--- src/irq_mask_pkg.sv ---
/*
  Constants for the interrupt mask and debounce block: register indexes,
  field positions, reset values and timing figures.
  Assumes a 200 MHz APB clock; register indexes are word indexes on APB.
*/
package irq_mask_pkg;

  // ----------------------------------------------------------------
  // Register indexes (byte address is four times the index)
  // ----------------------------------------------------------------
  localparam logic [11:0] IDX_STATUS_ONE   = 12'h730;  // Latched events, group one.
  localparam logic [11:0] IDX_STATUS_TWO   = 12'h731;  // Latched events, group two.
  localparam logic [11:0] IDX_RAW_TWO      = 12'h732;  // Live source levels, group two; the thermal bits show the filtered level.
  localparam logic [11:0] IDX_MASK_ONE     = 12'h738;  // Mask, group one.
  localparam logic [11:0] IDX_MASK_TWO     = 12'h739;  // Mask, group two.
  localparam logic [11:0] IDX_OUT_CTRL     = 12'h740;  // Global output mask.
  localparam logic [11:0] IDX_DEBOUNCE     = 12'h748;  // Thermal debounce enables.
  localparam logic [11:0] IDX_RAW_ONE      = 12'h733;  // Live source levels, group one.

  // ----------------------------------------------------------------
  // Field layouts
  // ----------------------------------------------------------------
  // Implemented event bits of group one: pins 11..8 at 10..7, jack 5, pin 1 at 0.
  localparam logic [15:0] GRP_ONE_BITS     = 16'h07a1;
  // Group two: 15,14,12,11,9,8,7,6,5,1,0.
  localparam logic [15:0] GRP_TWO_BITS     = 16'hdbe3;
  // Group one sources that trigger on both edges (all of them).
  localparam logic [15:0] GRP_ONE_BOTH     = 16'h07a1;
  // Group two both-edge sources: thermal warn, locks, mic, thermal shutdown.
  localparam logic [15:0] GRP_TWO_BOTH     = 16'h81e3;
  localparam int          BIT_THERM_WARN   = 15;
  localparam int          BIT_THERM_SHUT   = 0;
  localparam int          BIT_GLOBAL_MASK  = 0;
  localparam int          BIT_WARN_DB      = 5;
  localparam int          BIT_SHUT_DB      = 0;

  // ----------------------------------------------------------------
  // Reset values
  // ----------------------------------------------------------------
  localparam logic [15:0] MASK_ONE_RESET   = 16'h07ff;  // Masks and reserved bits at 1.
  localparam logic [15:0] MASK_TWO_RESET   = 16'hdbe3;
  localparam logic [15:0] OUT_CTRL_RESET   = 16'h0000;
  localparam logic [15:0] DEBOUNCE_RESET   = 16'h003f;  // Both enables and reserved at 1.
  localparam logic [15:0] OUT_CTRL_BITS    = 16'h0001;

  // ----------------------------------------------------------------
  // Timing
  // ----------------------------------------------------------------
  localparam int          CLK_MHZ          = 200;
  localparam int          DEBOUNCE_US      = 10;      // Thermal filter settle time.
  localparam int          DEBOUNCE_CYCLES  = DEBOUNCE_US * CLK_MHZ;

endpackage

--- src/level_debounce.sv ---
/*
  Level debounce filter: the output follows the input only after the input
  has stood steady for a set number of clocks; bypassed when not enabled.
  Assumes the input is synchronous to the clock.
*/
`timescale 1ns/1ps
module level_debounce #(
  parameter int CYCLES = irq_mask_pkg::DEBOUNCE_CYCLES
) (
  input  wire logic pclk,
  input  wire logic presetn,
  input  wire logic enable,
  input  wire logic raw_in,
  output logic      clean_out
);

  localparam int CW = $clog2(CYCLES + 1);

  // ----------------------------------------------------------------
  // State
  // ----------------------------------------------------------------
  typedef struct packed {
    logic [CW-1:0] count;  // Cycles the input has differed from the output.
    logic          level;  // Filtered level.
  } db_state_t;

  db_state_t state_q;  // Registered state.
  db_state_t state_d;  // Next state.

  // Filter: a glitch shorter than the window restarts the count.
  always_comb
  begin
    state_d = state_q;
    if (!enable)
    begin
      // Bypass: follow the live level at once.
      state_d.level = raw_in;
      state_d.count = '0;
    end
    else if (raw_in == state_q.level)
    begin
      state_d.count = '0;
    end
    else if (state_q.count >= CW'(CYCLES - 1))
    begin
      state_d.level = raw_in;
      state_d.count = '0;
    end
    else
    begin
      state_d.count = state_q.count + CW'(1);
    end
  end

  // Register the state.
  always_ff @(posedge pclk or negedge presetn)
  begin
    if (!presetn)
      state_q <= '0;
    else
      state_q <= state_d;
  end

  assign clean_out = state_q.level;

endmodule // level_debounce

--- src/interrupt_mask_debounce.sv ---
/*
  Interrupt mask and debounce block with APB register access: latches
  source edges, filters the thermal sources, masks events and drives one
  level interrupt request.
  Assumes sources are synchronous to pclk and an APB master on the bus.
*/
// Decided for this implementation: register access over APB.
//
// Contract
// - Mask bit one blocks that event
// - Group one mask bit positions
// - Group two mask bit positions
// - All mask bits reset to one; the global output mask resets to zero
// - Global output mask at bit zero
// - Thermal debounce enables, reset enabled
// - Edge latches event, write one clears
// - Raw status follows live source; group two thermal bits read the debounced level instead
`timescale 1ns/1ps
module interrupt_mask_debounce #(
  parameter int DB_CYCLES = irq_mask_pkg::DEBOUNCE_CYCLES
) (
  input  wire logic        pclk,
  input  wire logic        presetn,
  input  wire logic        psel,
  input  wire logic        penable,
  input  wire logic        pwrite,
  input  wire logic [13:0] paddr,
  input  wire logic [31:0] pwdata,
  output logic      [31:0] prdata,
  output logic             pready,
  output logic             pslverr,
  input  wire logic [15:0] src_one,
  input  wire logic [15:0] src_two,
  output logic             irq
);

  // ----------------------------------------------------------------
  // State
  // ----------------------------------------------------------------
  typedef struct packed {
    logic [15:0] prev_one;   // Previous source levels, group one.
    logic [15:0] prev_two;   // Previous filtered levels, group two.
    logic [15:0] stat_one;   // Latched events, group one.
    logic [15:0] stat_two;   // Latched events, group two.
    logic [15:0] mask_one;   // Mask register, group one.
    logic [15:0] mask_two;   // Mask register, group two.
    logic [15:0] out_ctrl;   // Global output mask register.
    logic [15:0] debounce;   // Thermal debounce enable register.
    logic [31:0] rdata;      // Read data to the bus.
    logic        ready;      // Access phase answer.
    logic        err;        // Unmapped address answer.
    logic        irq;        // Interrupt request output.
  } top_state_t;

  top_state_t state_q;  // Registered state.
  top_state_t state_d;  // Next state.

  logic [15:0] live_two;   // Group two levels after thermal filtering.
  logic        warn_clean; // Filtered thermal warning.
  logic        shut_clean; // Filtered thermal shutdown.

  // Decode shared by read and write paths: is this word index mapped.
  function automatic logic is_mapped(input logic [11:0] idx);
    return idx == irq_mask_pkg::IDX_STATUS_ONE || idx == irq_mask_pkg::IDX_STATUS_TWO ||
           idx == irq_mask_pkg::IDX_RAW_ONE    || idx == irq_mask_pkg::IDX_RAW_TWO    ||
           idx == irq_mask_pkg::IDX_MASK_ONE   || idx == irq_mask_pkg::IDX_MASK_TWO   ||
           idx == irq_mask_pkg::IDX_OUT_CTRL   || idx == irq_mask_pkg::IDX_DEBOUNCE;
  endfunction

  // Edges that set a latch: rising only, or both edges where allowed.
  function automatic logic [15:0] edge_hits(input logic [15:0] now, input logic [15:0] was,
                                            input logic [15:0] both, input logic [15:0] used);
    return ((now & ~was) | (both & ~now & was)) & used;
  endfunction

  // ----------------------------------------------------------------
  // Thermal filters
  // ----------------------------------------------------------------
  // debounce selects filter
  level_debounce #(.CYCLES(DB_CYCLES)) u_warn_db (
    .pclk      (pclk),
    .presetn   (presetn),
    .enable    (state_q.debounce[irq_mask_pkg::BIT_WARN_DB]),
    .raw_in    (src_two[irq_mask_pkg::BIT_THERM_WARN]),
    .clean_out (warn_clean)
  );

  level_debounce #(.CYCLES(DB_CYCLES)) u_shut_db (
    .pclk      (pclk),
    .presetn   (presetn),
    .enable    (state_q.debounce[irq_mask_pkg::BIT_SHUT_DB]),
    .raw_in    (src_two[irq_mask_pkg::BIT_THERM_SHUT]),
    .clean_out (shut_clean)
  );

  // Substitute the filtered thermal levels into group two.
  always_comb
  begin
    live_two = src_two & irq_mask_pkg::GRP_TWO_BITS;
    live_two[irq_mask_pkg::BIT_THERM_WARN] = warn_clean;
    live_two[irq_mask_pkg::BIT_THERM_SHUT] = shut_clean;
  end

  // ----------------------------------------------------------------
  // Next state
  // ----------------------------------------------------------------
  // Bus access, event latching and request generation in one place so the
  // set-over-clear ordering is explicit.
  always_comb
  begin
    logic [11:0] idx;
    logic        acc;
    logic        wr;
    logic [15:0] wd;
    logic [15:0] clr_one;
    logic [15:0] clr_two;
    logic [15:0] pend;
    idx     = paddr[13:2];
    acc     = psel && penable && !state_q.ready;
    wr      = acc && pwrite && is_mapped(idx);
    wd      = pwdata[15:0];
    clr_one = '0;
    clr_two = '0;
    state_d = state_q;
    state_d.ready = acc;
    state_d.err   = acc && !is_mapped(idx);
    state_d.rdata = '0;
    state_d.prev_one = src_one & irq_mask_pkg::GRP_ONE_BITS;
    state_d.prev_two = live_two;

    // Register writes; the mask and debounce registers keep only the bits set in their reset values, the output control only bit 0; all other bits are dropped.
    if (wr)
    begin
      unique case (idx)
        irq_mask_pkg::IDX_STATUS_ONE: clr_one = wd;
        irq_mask_pkg::IDX_STATUS_TWO: clr_two = wd;
        irq_mask_pkg::IDX_MASK_ONE:   state_d.mask_one = wd & irq_mask_pkg::MASK_ONE_RESET;
        irq_mask_pkg::IDX_MASK_TWO:   state_d.mask_two = wd & irq_mask_pkg::MASK_TWO_RESET;
        irq_mask_pkg::IDX_OUT_CTRL:   state_d.out_ctrl = wd & irq_mask_pkg::OUT_CTRL_BITS;
        irq_mask_pkg::IDX_DEBOUNCE:   state_d.debounce = wd & irq_mask_pkg::DEBOUNCE_RESET;
        default:                      state_d.rdata = '0;
      endcase
    end

    // Register reads; unmapped reads return zero with an error.
    if (acc && !pwrite)
    begin
      unique case (idx)
        irq_mask_pkg::IDX_STATUS_ONE: state_d.rdata = {16'h0000, state_q.stat_one};
        irq_mask_pkg::IDX_STATUS_TWO: state_d.rdata = {16'h0000, state_q.stat_two};
        irq_mask_pkg::IDX_RAW_ONE:    state_d.rdata = {16'h0000, state_q.prev_one};
        irq_mask_pkg::IDX_RAW_TWO:    state_d.rdata = {16'h0000, state_q.prev_two};
        irq_mask_pkg::IDX_MASK_ONE:   state_d.rdata = {16'h0000, state_q.mask_one};
        irq_mask_pkg::IDX_MASK_TWO:   state_d.rdata = {16'h0000, state_q.mask_two};
        irq_mask_pkg::IDX_OUT_CTRL:   state_d.rdata = {16'h0000, state_q.out_ctrl};
        irq_mask_pkg::IDX_DEBOUNCE:   state_d.rdata = {16'h0000, state_q.debounce};
        default:                      state_d.rdata = '0;
      endcase
    end

    // edge sets, set wins over clear
    state_d.stat_one = (state_q.stat_one & ~clr_one) |
                       edge_hits(src_one, state_q.prev_one, irq_mask_pkg::GRP_ONE_BOTH,
                                 irq_mask_pkg::GRP_ONE_BITS);
    state_d.stat_two = (state_q.stat_two & ~clr_two) |
                       edge_hits(live_two, state_q.prev_two, irq_mask_pkg::GRP_TWO_BOTH,
                                 irq_mask_pkg::GRP_TWO_BITS);

    pend = (state_q.stat_one & ~state_q.mask_one & irq_mask_pkg::GRP_ONE_BITS) |
           (state_q.stat_two & ~state_q.mask_two & irq_mask_pkg::GRP_TWO_BITS);
    state_d.irq = (|pend) && !state_q.out_ctrl[irq_mask_pkg::BIT_GLOBAL_MASK];
  end

  // ----------------------------------------------------------------
  // Registers
  // ----------------------------------------------------------------
  // Reset values put every source under mask until software opens it.
  always_ff @(posedge pclk or negedge presetn)
  begin
    if (!presetn)
    begin
      state_q          <= '0;
      state_q.mask_one <= irq_mask_pkg::MASK_ONE_RESET;
      state_q.mask_two <= irq_mask_pkg::MASK_TWO_RESET;
      state_q.out_ctrl <= irq_mask_pkg::OUT_CTRL_RESET;
      state_q.debounce <= irq_mask_pkg::DEBOUNCE_RESET;
    end
    else
    begin
      state_q <= state_d;
    end
  end

  // ----------------------------------------------------------------
  // Outputs
  // ----------------------------------------------------------------
  assign prdata  = state_q.rdata;
  assign pready  = state_q.ready;
  assign pslverr = state_q.err;
  assign irq     = state_q.irq;

endmodule // interrupt_mask_debounce

--- config.mk ---
export PLATFORM = sky130hd
export DESIGN_NAME = interrupt_mask_debounce
export DESIGN_NICKNAME = d
export VERILOG_FILES = /design/src/irq_mask_pkg.sv /design/src/level_debounce.sv /design/src/interrupt_mask_debounce.sv
export SDC_FILE = /design/constraint.sdc
export NUM_CORES = 1
export LEC_CHECK = 0
export BUFFER_PORTS_ARGS = -buffer_cell sky130_fd_sc_hd__buf_2
export CAP_MARGIN = 15
export CORE_MARGIN = 10
export CORE_UTILIZATION = 34
export DETAILED_ROUTE_END_ITERATION = 12
export PLACE_DENSITY = 0.63
export SKIP_CTS_REPAIR_TIMING = 1
export SLEW_MARGIN = 0
export SYNTH_ARGS = -nofsm -noshare
export SYNTH_HDL_FRONTEND = slang
export SYNTH_SLANG_ARGS = --single-unit
--- constraint.sdc ---
create_clock -name pclk -period 3.61 [get_ports pclk]
set_clock_uncertainty 0.2 [all_clocks]
set_input_delay 0.1805 -clock pclk [delete_from_list [all_inputs] [get_ports pclk]]
set_output_delay 0.1805 -clock pclk [all_outputs]
set_load 0.05 [all_outputs]
# --- After elaboration in Yosys (flattened, before gate mapping) ---
# Index checks and enable logic that the tools add are counted.
totals:
  word_cells: 96
  input_bits: 83
  register_bits: 137
  output_inout_bits: 35
classes:
  n_eq_ne: 14
  reduce_logical: 25
  magnitude_cmp: 2
  muxes: 16
  n_addsub: 2
  bitwise: 21
ops:
  columns: ["op", "n"]
  rows:
  - ["$pmux W16 S8", 1]
  - ["$eq A12 B11 Y1 const B", 8]
  - ["$and A16 B16 Y16", 5]
  - ["$mux W16", 5]
  - ["$not A16 Y16", 5]
  - ["$mux W11", 4]
  - ["$and A11 B11 Y11", 3]
  - ["$not A11 Y11", 3]
  - ["$or A16 B16 Y16", 2]
  - ["$mux W12", 2]
  - ["$add A11 B1 Y11 const B", 2]
  - ["$ge A11 B11 Y1 const B", 2]
  - ["$or A11 B16 Y16", 1]
  - ["$or A16 B11 Y16", 1]
  - ["$reduce_or A16 Y1", 1]
  - ["$reduce_and A2 Y1", 6]
  - ["$or A11 B11 Y11", 1]
  - ["$logic_and A1 B1 Y1", 7]
  - ["$logic_or A1 B1 Y1", 7]
  - ["$logic_not A1 Y1", 4]
  - ["$mux W1", 4]
  - ["$ne A2 B1 Y1 const B", 2]
  - ["$ne A2 B2 Y1 const B", 2]
  - ["$eq A1 B1 Y1", 2]

# --- Depth between registers and ports, before layout ---
# Gate-level depths: netlist (run 1).
logic_depth:
  word_depth: 13
  ltp_mapped: 6
  ltp_nobuf: 5

# --- By module ---
# From an unflattened synthesis (run 1), not the netlist that was laid out.
hier_totals:
  cells_unflattened: 492
  area_unflattened_um2: 5720.5
modules_own_cells:
  columns: ["module", "area_each_um2", "cells_each", "seq_area_each_um2", "instances"]
  rows:
  - ["interrupt_mask_debounce", 4544.4, 376, 2462.4, 1]
  - ["level_debounce", 588.1, 58, 300.3, 2]

# --- Worst setup path after synthesis (run 1) ---
# Ideal clock, no wire load.
synth_path:
  kind: "register to register"
  from: "register state_q (netlist bit pready)"
  to: "register state_q[67] (netlist name)"
  synth_period_minus_slack_ps: 2220
  setup_time_ps: 82
  path_stages_with_launch: 6
  t_required_ps: 3328
  path_slack_ps: 1390
  path_buffers: 1
  arrival_ps: 1938
  cell_sequence: "dfrtp_1 > nand4b_1 > nor2_1 > and4_1 > buf_4 > mux2_2"
synth_via:
  elab_chain_cells: 5
synth_lines:
  columns: ["element", "line_no", "source"]
  rows:
  - ["from (decl)", "interrupt_mask_debounce.sv:55", "top_state_t state_q;"]
  - ["from (signal assigned)", "interrupt_mask_debounce.sv:190", "state_q <= state_d;"]
  - ["$logic_not A1 Y1", "interrupt_mask_debounce.sv:119", "acc = psel && penable && !state_q.ready;"]
  - ["$logic_and A1 B1 Y1", "interrupt_mask_debounce.sv:119", null]
  - ["$logic_and A1 B1 Y1 (2 in series)", "interrupt_mask_debounce.sv:120", "wr = acc && pwrite && is_mapped(idx);"]
  - ["$reduce_and A2 Y1 (no line)", null, null]
# Every way passes these cells.
# A chain may end at the register's enable or synchronous reset.

# --- Worst setup path after layout (run 1) ---
layout_path:
  from: "register state_q (netlist bit pready)"
  to: "register state_q[92] (netlist name)"
# Same word-level chain as after synthesis.

==> results of run 1 <==
routing by layer:
layer  part of all wire  up-vias  wire length (µm)  GRT usage
met2               0.48      129              7163     0.2155
met4              0.011        0               165    0.04661
met1               0.43     2084              6342     0.1688
met3              0.077       16              1136    0.03925
li1                   -     1902                 -          -
met5                  0        -                 0          0
layout by cell type (no fill, tap or decap), types with 4 or more instances in the layout:
cell type      Yosys  routed
inv_1             24      24
dfstp_2           28      28
xor2_1            14      14
a22oi_1            9       9
a21oi_1           14      14
a22o_1             9       9
o21ai_0           12      12
buf_4             34       5
a21boi_0          15      15
and4_1             4       4
conb_1             1      16
clkbuf_16          0      17
a21o_1            12      12
mux2_2            37      37
nor3_1            11      11
nand4_1           12      12
nand2_1           21      21
dfrtp_1           93      93
o22ai_1            8       8
dlygate4sd3_1      0      36
nor2_1            36      36
xnor2_1           18      18
buf_2              7      67
bufinv_16          0       5
mux4_2             4       4
a32oi_1            5       5
nand3_1           16      16
through the flow:
step / util / hold WS (ns) / total power (W) / setup WS (ns)
floorplan: - / -0.3151 / 0.001516 / 1.390
CTS: 0.4097 / -0.3800 / 0.003472 / 1.249
detailed placement: 0.3702 / 0.06620 / 0.001594 / 0.9725
finish: 0.4315 / 0.04790 / 0.003463 / 1.245
global route: 0.4315 / 0.05704 / 0.003591 / 1.134
global placement: 0.3702 / 0.05658 / 0.001590 / 0.9729
power by group:
group	leakage [nW]	switching, W	internal [W]
Combinational	1.28	0.000142	0.0000804
Clock	0.312	0.000603	0.00126
Sequential	1.45	0.00000941	0.00137
kinds of logic (layout without fill, tap and decap cells):
family                   Yosys count  after routing
flip-flops                       121            121
other                              1             16
adder cells (fa/ha/maj)            2              2
buffers and inverters             72            165
XOR/XNOR                          32             32
AND/OR/NAND/NOR                  125            125
AO/OA/AOI/OAI                     99             99
multiplexers                      43             43
registers in the layout, indices dropped and copies added (netlist names):
signal               flops
irq                      1
pslverr                  1
state_q                 78
pready                   1
u_shut_db.state_q       11
prdata                  16
u_shut_db.clean_out      1
u_warn_db.state_q       11
u_warn_db.clean_out      1
final cells by class:
| class | instances | area [µm²] | share of cell area |
|---|---|---|---|
| Clock inverter | 12 | 196.4 | 0.02755 |
| Inverter | 24 | 90.09 | 0.01263 |
| Tap cell | 220 | 275.3 | 0.03860 |
| Sequential cell | 121 | 3063 | 0.4295 |
| Timing Repair Buffer | 109 | 753.2 | 0.1056 |
| Clock buffer | 20 | 456.7 | 0.06405 |
| Multi-Input combinational cell | 317 | 2296 | 0.3220 |
worst paths after layout:
check / from / endpoint / slack, ns / depth (start not counted)
setup / recovery: pready / state_q[92] / 1.24 / 5
hold / removal: pwrite / state_q[51] / 0.05 / 4
setup reg to reg: pready / state_q[92] / 1.24 / 5
hold reg to reg: u_shut_db.clean_out / state_q[131] / 0.25 / 0
max in group asynchronous: presetn / state_q[76] / 2.20 / 3
min in group asynchronous: presetn / state_q[101] / 0.15 / 2
worst register-to-register path: cells and delay by family, from the launching register on:
family	cells	cell delay [ns]
buf+inv	1	0.19
flops	1	0.38
simple gates	3	1.10
mux	1	0.42
==> out/metrics.yaml, run 1 <==
outcome: "completed"
synth-compound-area-share: 0.1238
area_growth_syn_to_layout_pct: 24.90
die_w_um: 149.6
synth_most_common_cell: "dfrtp_1"
yosys.area.top_type_share: 0.4076
antenna_found_initial: 0
fmax_mhz: 422.8
finalSetupTns_ns: 0
ios: 118
vdd_drop_max_v: 0.0003186
first_pass_iters: 4
start_util: 0.3455
n_fill_cell: 1557
synthCells: 495
ys_seq_area_frac: 0.5365
tightest_slew_ns: 0.9612
yosys-top-cells-count: "dfrtp_1 (93), mux2_2 (37), nor2_1 (36), buf_4 (34), dfstp_2 (28)"
cts_sinks: 121
drt_iter0_markers: 275
hpwlAfterDp_mm: 10.28
ant_nets: 0
drt-vias-per-instance: 5.019
crit_buf_inv: 1
std_cell_rows: 47
hp-class: "input port to register"
htreeDepth: 4
synth_top_family_by_area: "compound AO/OA/AOI/OAI gates"
die_h_um: 149.6
netlist_area_um2: 5709
wl_per_cell_um: 17.99
pwr_density_cell_nw_per_um2: 485.7
drc: 0
relSlewSlack: 0.3569
grt_pass1_vias: 4329
synth.area.mux_share: 0.09226
dp_cells: 755
cap_viol_max_count: 0
clock_path_buffers: 2
cpPeakStageDelay_ns: 0.65
finalCriticalPeriod_ns: 2.365
numCtsBuffers: 17
ys_warn_count: 0
cp.arrival_ns: 2.50
globalplace.congestion: 0.8384
finalCritPeriodShare: 0.6552
yosys.area_share.xor_xnor: 0.04909
rsz0062_at_grt: "no"
synth_area_leaders: "dfrtp_1 (41%), dfstp_2 (13%), mux2_2 (7.3%)"
synthSimpleGateAreaFrac: 0.1221
p_leak_nw: 3.044
synth_flop_cell: "dfrtp_1"
ys_async_sr_fraction: 1.000
io_buffer_count: 68
criticalPathCategory: "register to register"
crit_chain: "nand4b_1, nor2_1, buf_4, and4_1, mux2_2"
core_um2: 16520
ys_seq_elements: 121
drive_gt1_frac: 0.3035
nNetsFinal: 675
clk_latency_ns: 0.41
synth_edf_count: 0
cpMaxStageDelayCell: "and4_1"
place_area_um2: 6117
wl_mm: 14.81
diodes: 0
endpoint_kind: "register"
cts.root.buffer_cell: "clkbuf_16"
cp_top_family: "simple AND/OR/NAND/NOR gates"
clk_pin_slew_ns: 0.06
vias: 4131
cp_max_fo: 11
cts_tree: "done"
setup_violations: 0
stdcell_count: 823
slew_viol_final: 0
grt_usage: 0.1343
die_area_um2: 22380
syn_avg_cell_area_um2: 11.53
yosys.area.top_type: "dfrtp_1"
grt_max_degree: 71
ys_types: 50
worstSetupStartpointType: "register"
hold_violations: 0
worstPathRequired_ns: 3.74
grt_pass1_wl_mm: 23.57
synthAdderAreaFrac: 0.004383
design_area_um2: 7131
overflow: 0
Power figures use the tool's default switching activity.
==> run 2: changes to the inputs <==
--- a/config.mk
+++ b/config.mk
@@ -10,7 +10,7 @@
 export CORE_MARGIN = 10
 export CORE_UTILIZATION = 34
 export DETAILED_ROUTE_END_ITERATION = 12
-export PLACE_DENSITY = 0.63
+export PLACE_DENSITY = 0.65
 export SKIP_CTS_REPAIR_TIMING = 1
 export SLEW_MARGIN = 0
 export SYNTH_ARGS = -nofsm -noshare
==> constraint.sdc (replaced) <==
create_clock -name pclk -period 1.9 [get_ports pclk]
set_clock_uncertainty 0.2 [all_clocks]
set_input_delay 0.095 -clock pclk [delete_from_list [all_inputs] [get_ports pclk]]
set_output_delay 0.095 -clock pclk [all_outputs]
set_load 0.05 [all_outputs]
==> out/metrics.yaml, run 2 (synthesis results as in run 1) <==
outcome: "complete, but fails checks"
failed_checks: "setup timing"
numCtsBuffers: 17  # unchanged
clk_pin_slew_ns: 0.06  # about the same
ant_nets: 0  # unchanged
pwr_density_cell_nw_per_um2: 813.2  # +67%
htreeDepth: 4  # unchanged
swShare: 0.2309  # +0.01312
start_util: 0.3455  # unchanged
crit_buf_inv: 2  # +1
vdd_drop_max_v: 0.0005864  # +84%
cts_sinks: 121  # unchanged
endpoint_kind: "register"
overflow: 0  # unchanged
dp_slack_ns: -0.05223  # -1.025 ns
seqPwrFrac: 0.422  # +0.023
cts_tree: "done"
io_buffer_count: 68  # unchanged
clk_latency_ns: 0.42  # about the same
hp-class: "input port to register"
mostFrequentLayoutCell: "dfrtp_1"
cpMaxStageDelayCell: "dfrtp_2"
worstPathRequired_ns: 2.04  # -1.70 ns
grt_pass1_wl_mm: 23.32  # -1.1%
nNetsFinal: 723  # +7.1%
grt_pass1_vias: 4309  # -0.46%
cpMostUsedCell: "buf_4"
crit_chain: "nand4b_1, buf_4, nor4b_4, buf_4, mux2_4"
power_frac_comb: 0.077  # +0.013
cap_viol_max_count: 0  # unchanged
largest-register: "state_q"
clock_path_buffers: 2  # unchanged
worstSetupStartpointType: "register"
cts.root.buffer_cell: "clkbuf_16"
relSlewSlack: 0.5034  # +0.1466
finalCritPeriodShare: 1.009  # +0.3534
p_leak_nw: 3.305  # +8.6%
p_int_w: 0.004780  # +76%
std_cell_rows: 47  # unchanged
die_area_um2: 22380  # unchanged
first_pass_iters: 4  # unchanged
core_um2: 16520  # unchanged
antenna_found_initial: 0  # unchanged
setup_violations: 6  # +6
cp_top_family: "simple AND/OR/NAND/NOR gates"
wl_per_cell_um: 17.93  # -0.33%
die_w_um: 149.6  # unchanged
drc: 0  # unchanged
hpwlAfterDp_mm: 11.05  # +7.5%
area_growth_syn_to_layout_pct: 33.86
ios: 118  # unchanged
drive_gt1_frac: 0.3564  # +0.05289
p_sw_w: 0.001435  # +90%
slew_viol_final: 0  # unchanged
criticalPathCategory: "register to register"
vias: 4304  # +4.2%
layout_common_cells: "dfrtp_1 (92), buf_2 (67), dlygate4sd3_1 (39), buf_4 (39), nor2_1 (35)"
fin_ws_ns: -0.01631  # -1.261 ns
globalplace.congestion: 0.8442  # +0.69%
drt-vias-per-instance: 4.936  # -1.7%
drt_iter0_markers: 297  # +8.0%
wl_mm: 15.64  # +5.6%
grt_max_degree: 63  # -11%
die_h_um: 149.6  # unchanged
hold_violations: 0  # unchanged
cpPeakStageDelay_ns: 0.39  # -0.26 ns
largest_register_ffs: 78  # unchanged
grt_usage: 0.1347  # +0.0003944
cp_max_fo: 3  # -8
tightest_slew_ns: 0.7424  # -0.2188 ns
rsz0062_at_grt: "yes"
fmax_mhz: 521.8  # +23%
post-route-util: 0.4625  # +0.03097
finalCriticalPeriod_ns: 1.916  # -0.4488 ns
cp.arrival_ns: 2.06  # -0.44 ns
clockPowerShare: 0.501  # -0.036
## run 2: area by class of cell
| cell class | instances | area, µm² |
|---|---|---|
| tap | 220 | 275.3 |
| fill | 1518 | 8882 |
| sequential | 121 | 3064 |
| clock buffer | 23 | 467.9 |
| timing repair buffer | 157 | 1220 |
| inverter | 24 | 90.09 |
| multi-input combinational | 317 | 2422 |
| antenna | 1 | 2.502 |
| clock inverter | 9 | 100.1 |
## run 2: worst reg2reg max path: stages, from the launching register on
cell and delay, ns:
dfrtp_2 0.39, nand4b_1 0.27, buf_4 0.21, nor4b_4 0.29
buf_4 0.19, mux2_4 0.29
## run 2: metrics by stage
step           setup TNS (ns)  hold WS, ns  cells  instance area, µm²  power, W
4_1_cts               -0.1302      -0.6262    827                7102  0.006196
3_5_place_dp          -0.1604      -0.1813    795                6534  0.003072
5_1_grt               -0.6926      0.04822    871                7640  0.006438
3_3_place_gp         -0.02294      -0.1883    795                6534  0.003062
2_1_floorplan          -2.778      -0.4006    510                5827  0.002883
6_report             -0.07130      0.03364    872                7642  0.006215
## run 2: final timing paths
check                               startpoint  slack [ns]  cells after the start            to
max                                     pready       -0.02                      5   state_q[37]
min                                   paddr[6]        0.03                      5     prdata[0]
max reg2reg                             pready       -0.02                      5   state_q[37]
min reg2reg                u_shut_db.clean_out        0.25                      0  state_q[131]
max in group asynchronous              presetn        0.29                      3    prdata[14]
min in group asynchronous              presetn        0.04                      2   state_q[73]
## run 2: layer usage
| layer | global-route usage | routed length [µm] |
|---|---|---|
| met1 | 0.1612 | 6666 |
| met5 | 0 | 0 |
| met4 | 0.05250 | 382 |
| met3 | 0.04106 | 896 |
| met2 | 0.2219 | 7691 |
## run 2: power groups by stage
stage                     sequential (W)  clock (W)  combinational (W)
final                            0.00262    0.00312           0.000476
after global routing             0.00262    0.00330           0.000513
after CTS                        0.00262    0.00316           0.000409
after detailed placement         0.00266          0           0.000408
after global placement           0.00266          0           0.000399
after floorplan                  0.00267          0           0.000213
==> run 3: changes to the inputs <==
==> constraint.sdc (replaced) <==
create_clock -name pclk -period 1.6 [get_ports pclk]
set_clock_uncertainty 0.2 [all_clocks]
set_input_delay 0.08 -clock pclk [delete_from_list [all_inputs] [get_ports pclk]]
set_output_delay 0.08 -clock pclk [all_outputs]
set_load 0.05 [all_outputs]
==> out/metrics.yaml, run 3 (synthesis results as in run 1) <==
outcome: "complete, but fails checks"
failed_checks: "setup timing"
die_w_um: 149.6  # unchanged
ant_nets: 0  # unchanged
clock_path_buffers: 2  # unchanged
core_um2: 16520  # unchanged
overflow: 0  # unchanged
grt_pass1_vias: 4584  # +6.4%
hp-class: "input port to register"
clk_pin_slew_ns: 0.05  # about the same
fin_ws_ns: -0.3856  # -0.3692 ns
multiInputGateArea_um2: 2779  # +15%
fmax_mhz: 503.6  # -3.5%
setup_violations: 79  # +73
io_buffer_count: 68  # unchanged
holdCritStartpoint: "paddr[9]"
nNetsFinal: 759  # +5.0%
numCtsBuffers: 17  # unchanged
area_growth_syn_to_layout_pct: 45.89
relSlewSlack: 0.5923  # +0.08890
stdcell_count: 907  # +4.0%
htreeDepth: 4  # unchanged
die_h_um: 149.6  # unchanged
register_area_um2: 3067  # about the same
drt_iter0_markers: 275  # -7.4%
hpwlAfterDp_mm: 11.83  # +7.1%
layout_common_cells: "dfrtp_1 (90), buf_2 (67), buf_4 (65)"
cap_viol_max_count: 0  # unchanged
cp.arrival_ns: 2.09  # +0.03 ns
rsz0062_at_grt: "yes"
vdd_drop_max_v: 0.0007799  # +33%
cts.root.buffer_cell: "clkbuf_16"
grt_pass1_wl_mm: 24.72  # +6.0%
power_w: 0.007514  # +21%
p_leak_nw: 3.583  # +8.4%
worstPathRequired_ns: 1.71  # -0.33 ns
cts_sinks: 121  # unchanged
globalplace.congestion: 0.8810  # +4.4%
wl_per_cell_um: 18.33  # +2.2%
finalCriticalPeriod_ns: 1.986  # +0.06924 ns
n_fill_cell: 1421  # -6.4%
r2r-end: "state_q[51]"
diodes: 0  # -1
cts_tree: "done"
cpMaxStageDelayCell: "dfrtp_2"
die_area_um2: 22380  # unchanged
worstSetupStartpointType: "register"
mostFrequentLayoutCell: "dfrtp_1"
grt_max_degree: 45  # -29%
antenna_found_initial: 0  # unchanged
cp-startpoint: "pready"
slew_viol_final: 0  # unchanged
r2r_start: "pready"
grt_usage: 0.1419  # +0.007259
dp_cells: 833  # +4.8%
tightest_slew_ns: 0.6095  # -0.1329 ns
wl_mm: 16.63  # +6.3%
pwr_density_cell_nw_per_um2: 902.2  # +11%
hold_violations: 0  # unchanged
largest-register: "state_q"
std_cell_rows: 47  # unchanged
vias: 4541  # +5.5%
first_pass_iters: 7  # +3
hold-worst-slack_ns: 0.02976  # -0.003884 ns
criticalPathCategory: "register to register"
r2r.worst_path.cells: 7  # +2
largest_register_ffs: 78  # unchanged
crit_end: "state_q[51]"
crit_chain: "buf_4, buf_6, nand3b_1, inv_2, nand4_1, nor3_2, mux2_4"
finalCritPeriodShare: 1.241  # +0.2324
r2r_slack_ns: -0.39  # -0.37 ns
endpoint_kind: "register"
start_util: 0.3455  # unchanged
drt-vias-per-instance: 5.007  # +1.4%
cpPeakStageDelay_ns: 0.39  # about the same
clk_latency_ns: 0.42  # about the same
drc: 0  # unchanged
cp_max_fo: 3  # unchanged
drive_gt1_frac: 0.4964  # +0.1400
ios: 118  # unchanged
[run 3: worst min-delay path by stage]
| stage | end | slack [ns] | cells after the start |
|---|---|---|---|
| global placement | u_shut_db.state_q[3] | -0.17 | 1 |
| CTS | u_shut_db.state_q[3] | -0.62 | 1 |
| global route | prdata[4] | 0.05 | 5 |
| floorplan | irq | -0.42 | 0 |
| detailed placement | u_shut_db.state_q[3] | -0.17 | 1 |
| finish | prdata[2] | 0.03 | 5 |
[run 3: per-layer routing]
layer  global-route usage  vias to the layer above  share of wire
li1                     -                     2079              -
met1               0.1644                     2306           0.40
met2               0.2422                      126           0.52
met3              0.04106                       30          0.054
met4              0.05496                        0          0.023
met5                    0                        -              0
[run 3: power breakdown]
part	internal, W	total [W]	switching, W
Combinational	0.000250	0.000617	0.000367
Sequential	0.00309	0.00312	0.0000211
Clock	0.00241	0.00378	0.00138
Total	0.00575	0.00751	0.00176
[run 3: worst max-delay path, delay by kind of cell (launching register included)]
kind	cells	cell delay (ns)
flops	1	0.39
mux	1	0.32
buf+inv	3	0.35
simple gates	3	0.60
[run 3: metrics by stage]
| stage | util | area (µm²) | setup WS [ns] | TNS, ns |
|---|---|---|---|---|
| after floorplan | - | 5879 | -0.4278 | -15.11 |
| after global placement | 0.4140 | 6842 | -0.2957 | -13.19 |
| after detailed placement | 0.4140 | 6842 | -0.3351 | -15.98 |
| after CTS | 0.4498 | 7432 | -0.3339 | -15.38 |
| after global routing | 0.5041 | 8329 | -0.4132 | -19.70 |
| final | 0.5041 | 8329 | -0.3856 | -14.48 |
[run 3: layout make-up]
cell class | instances | share of cell area
clock buffers | 21 | 0.05648
clock inverters | 11 | 0.01442
inverters | 24 | 0.01082
multi-input cells | 317 | 0.3336
flip-flops and latches | 121 | 0.3682
well taps | 220 | 0.03305
repair buffers | 193 | 0.1834
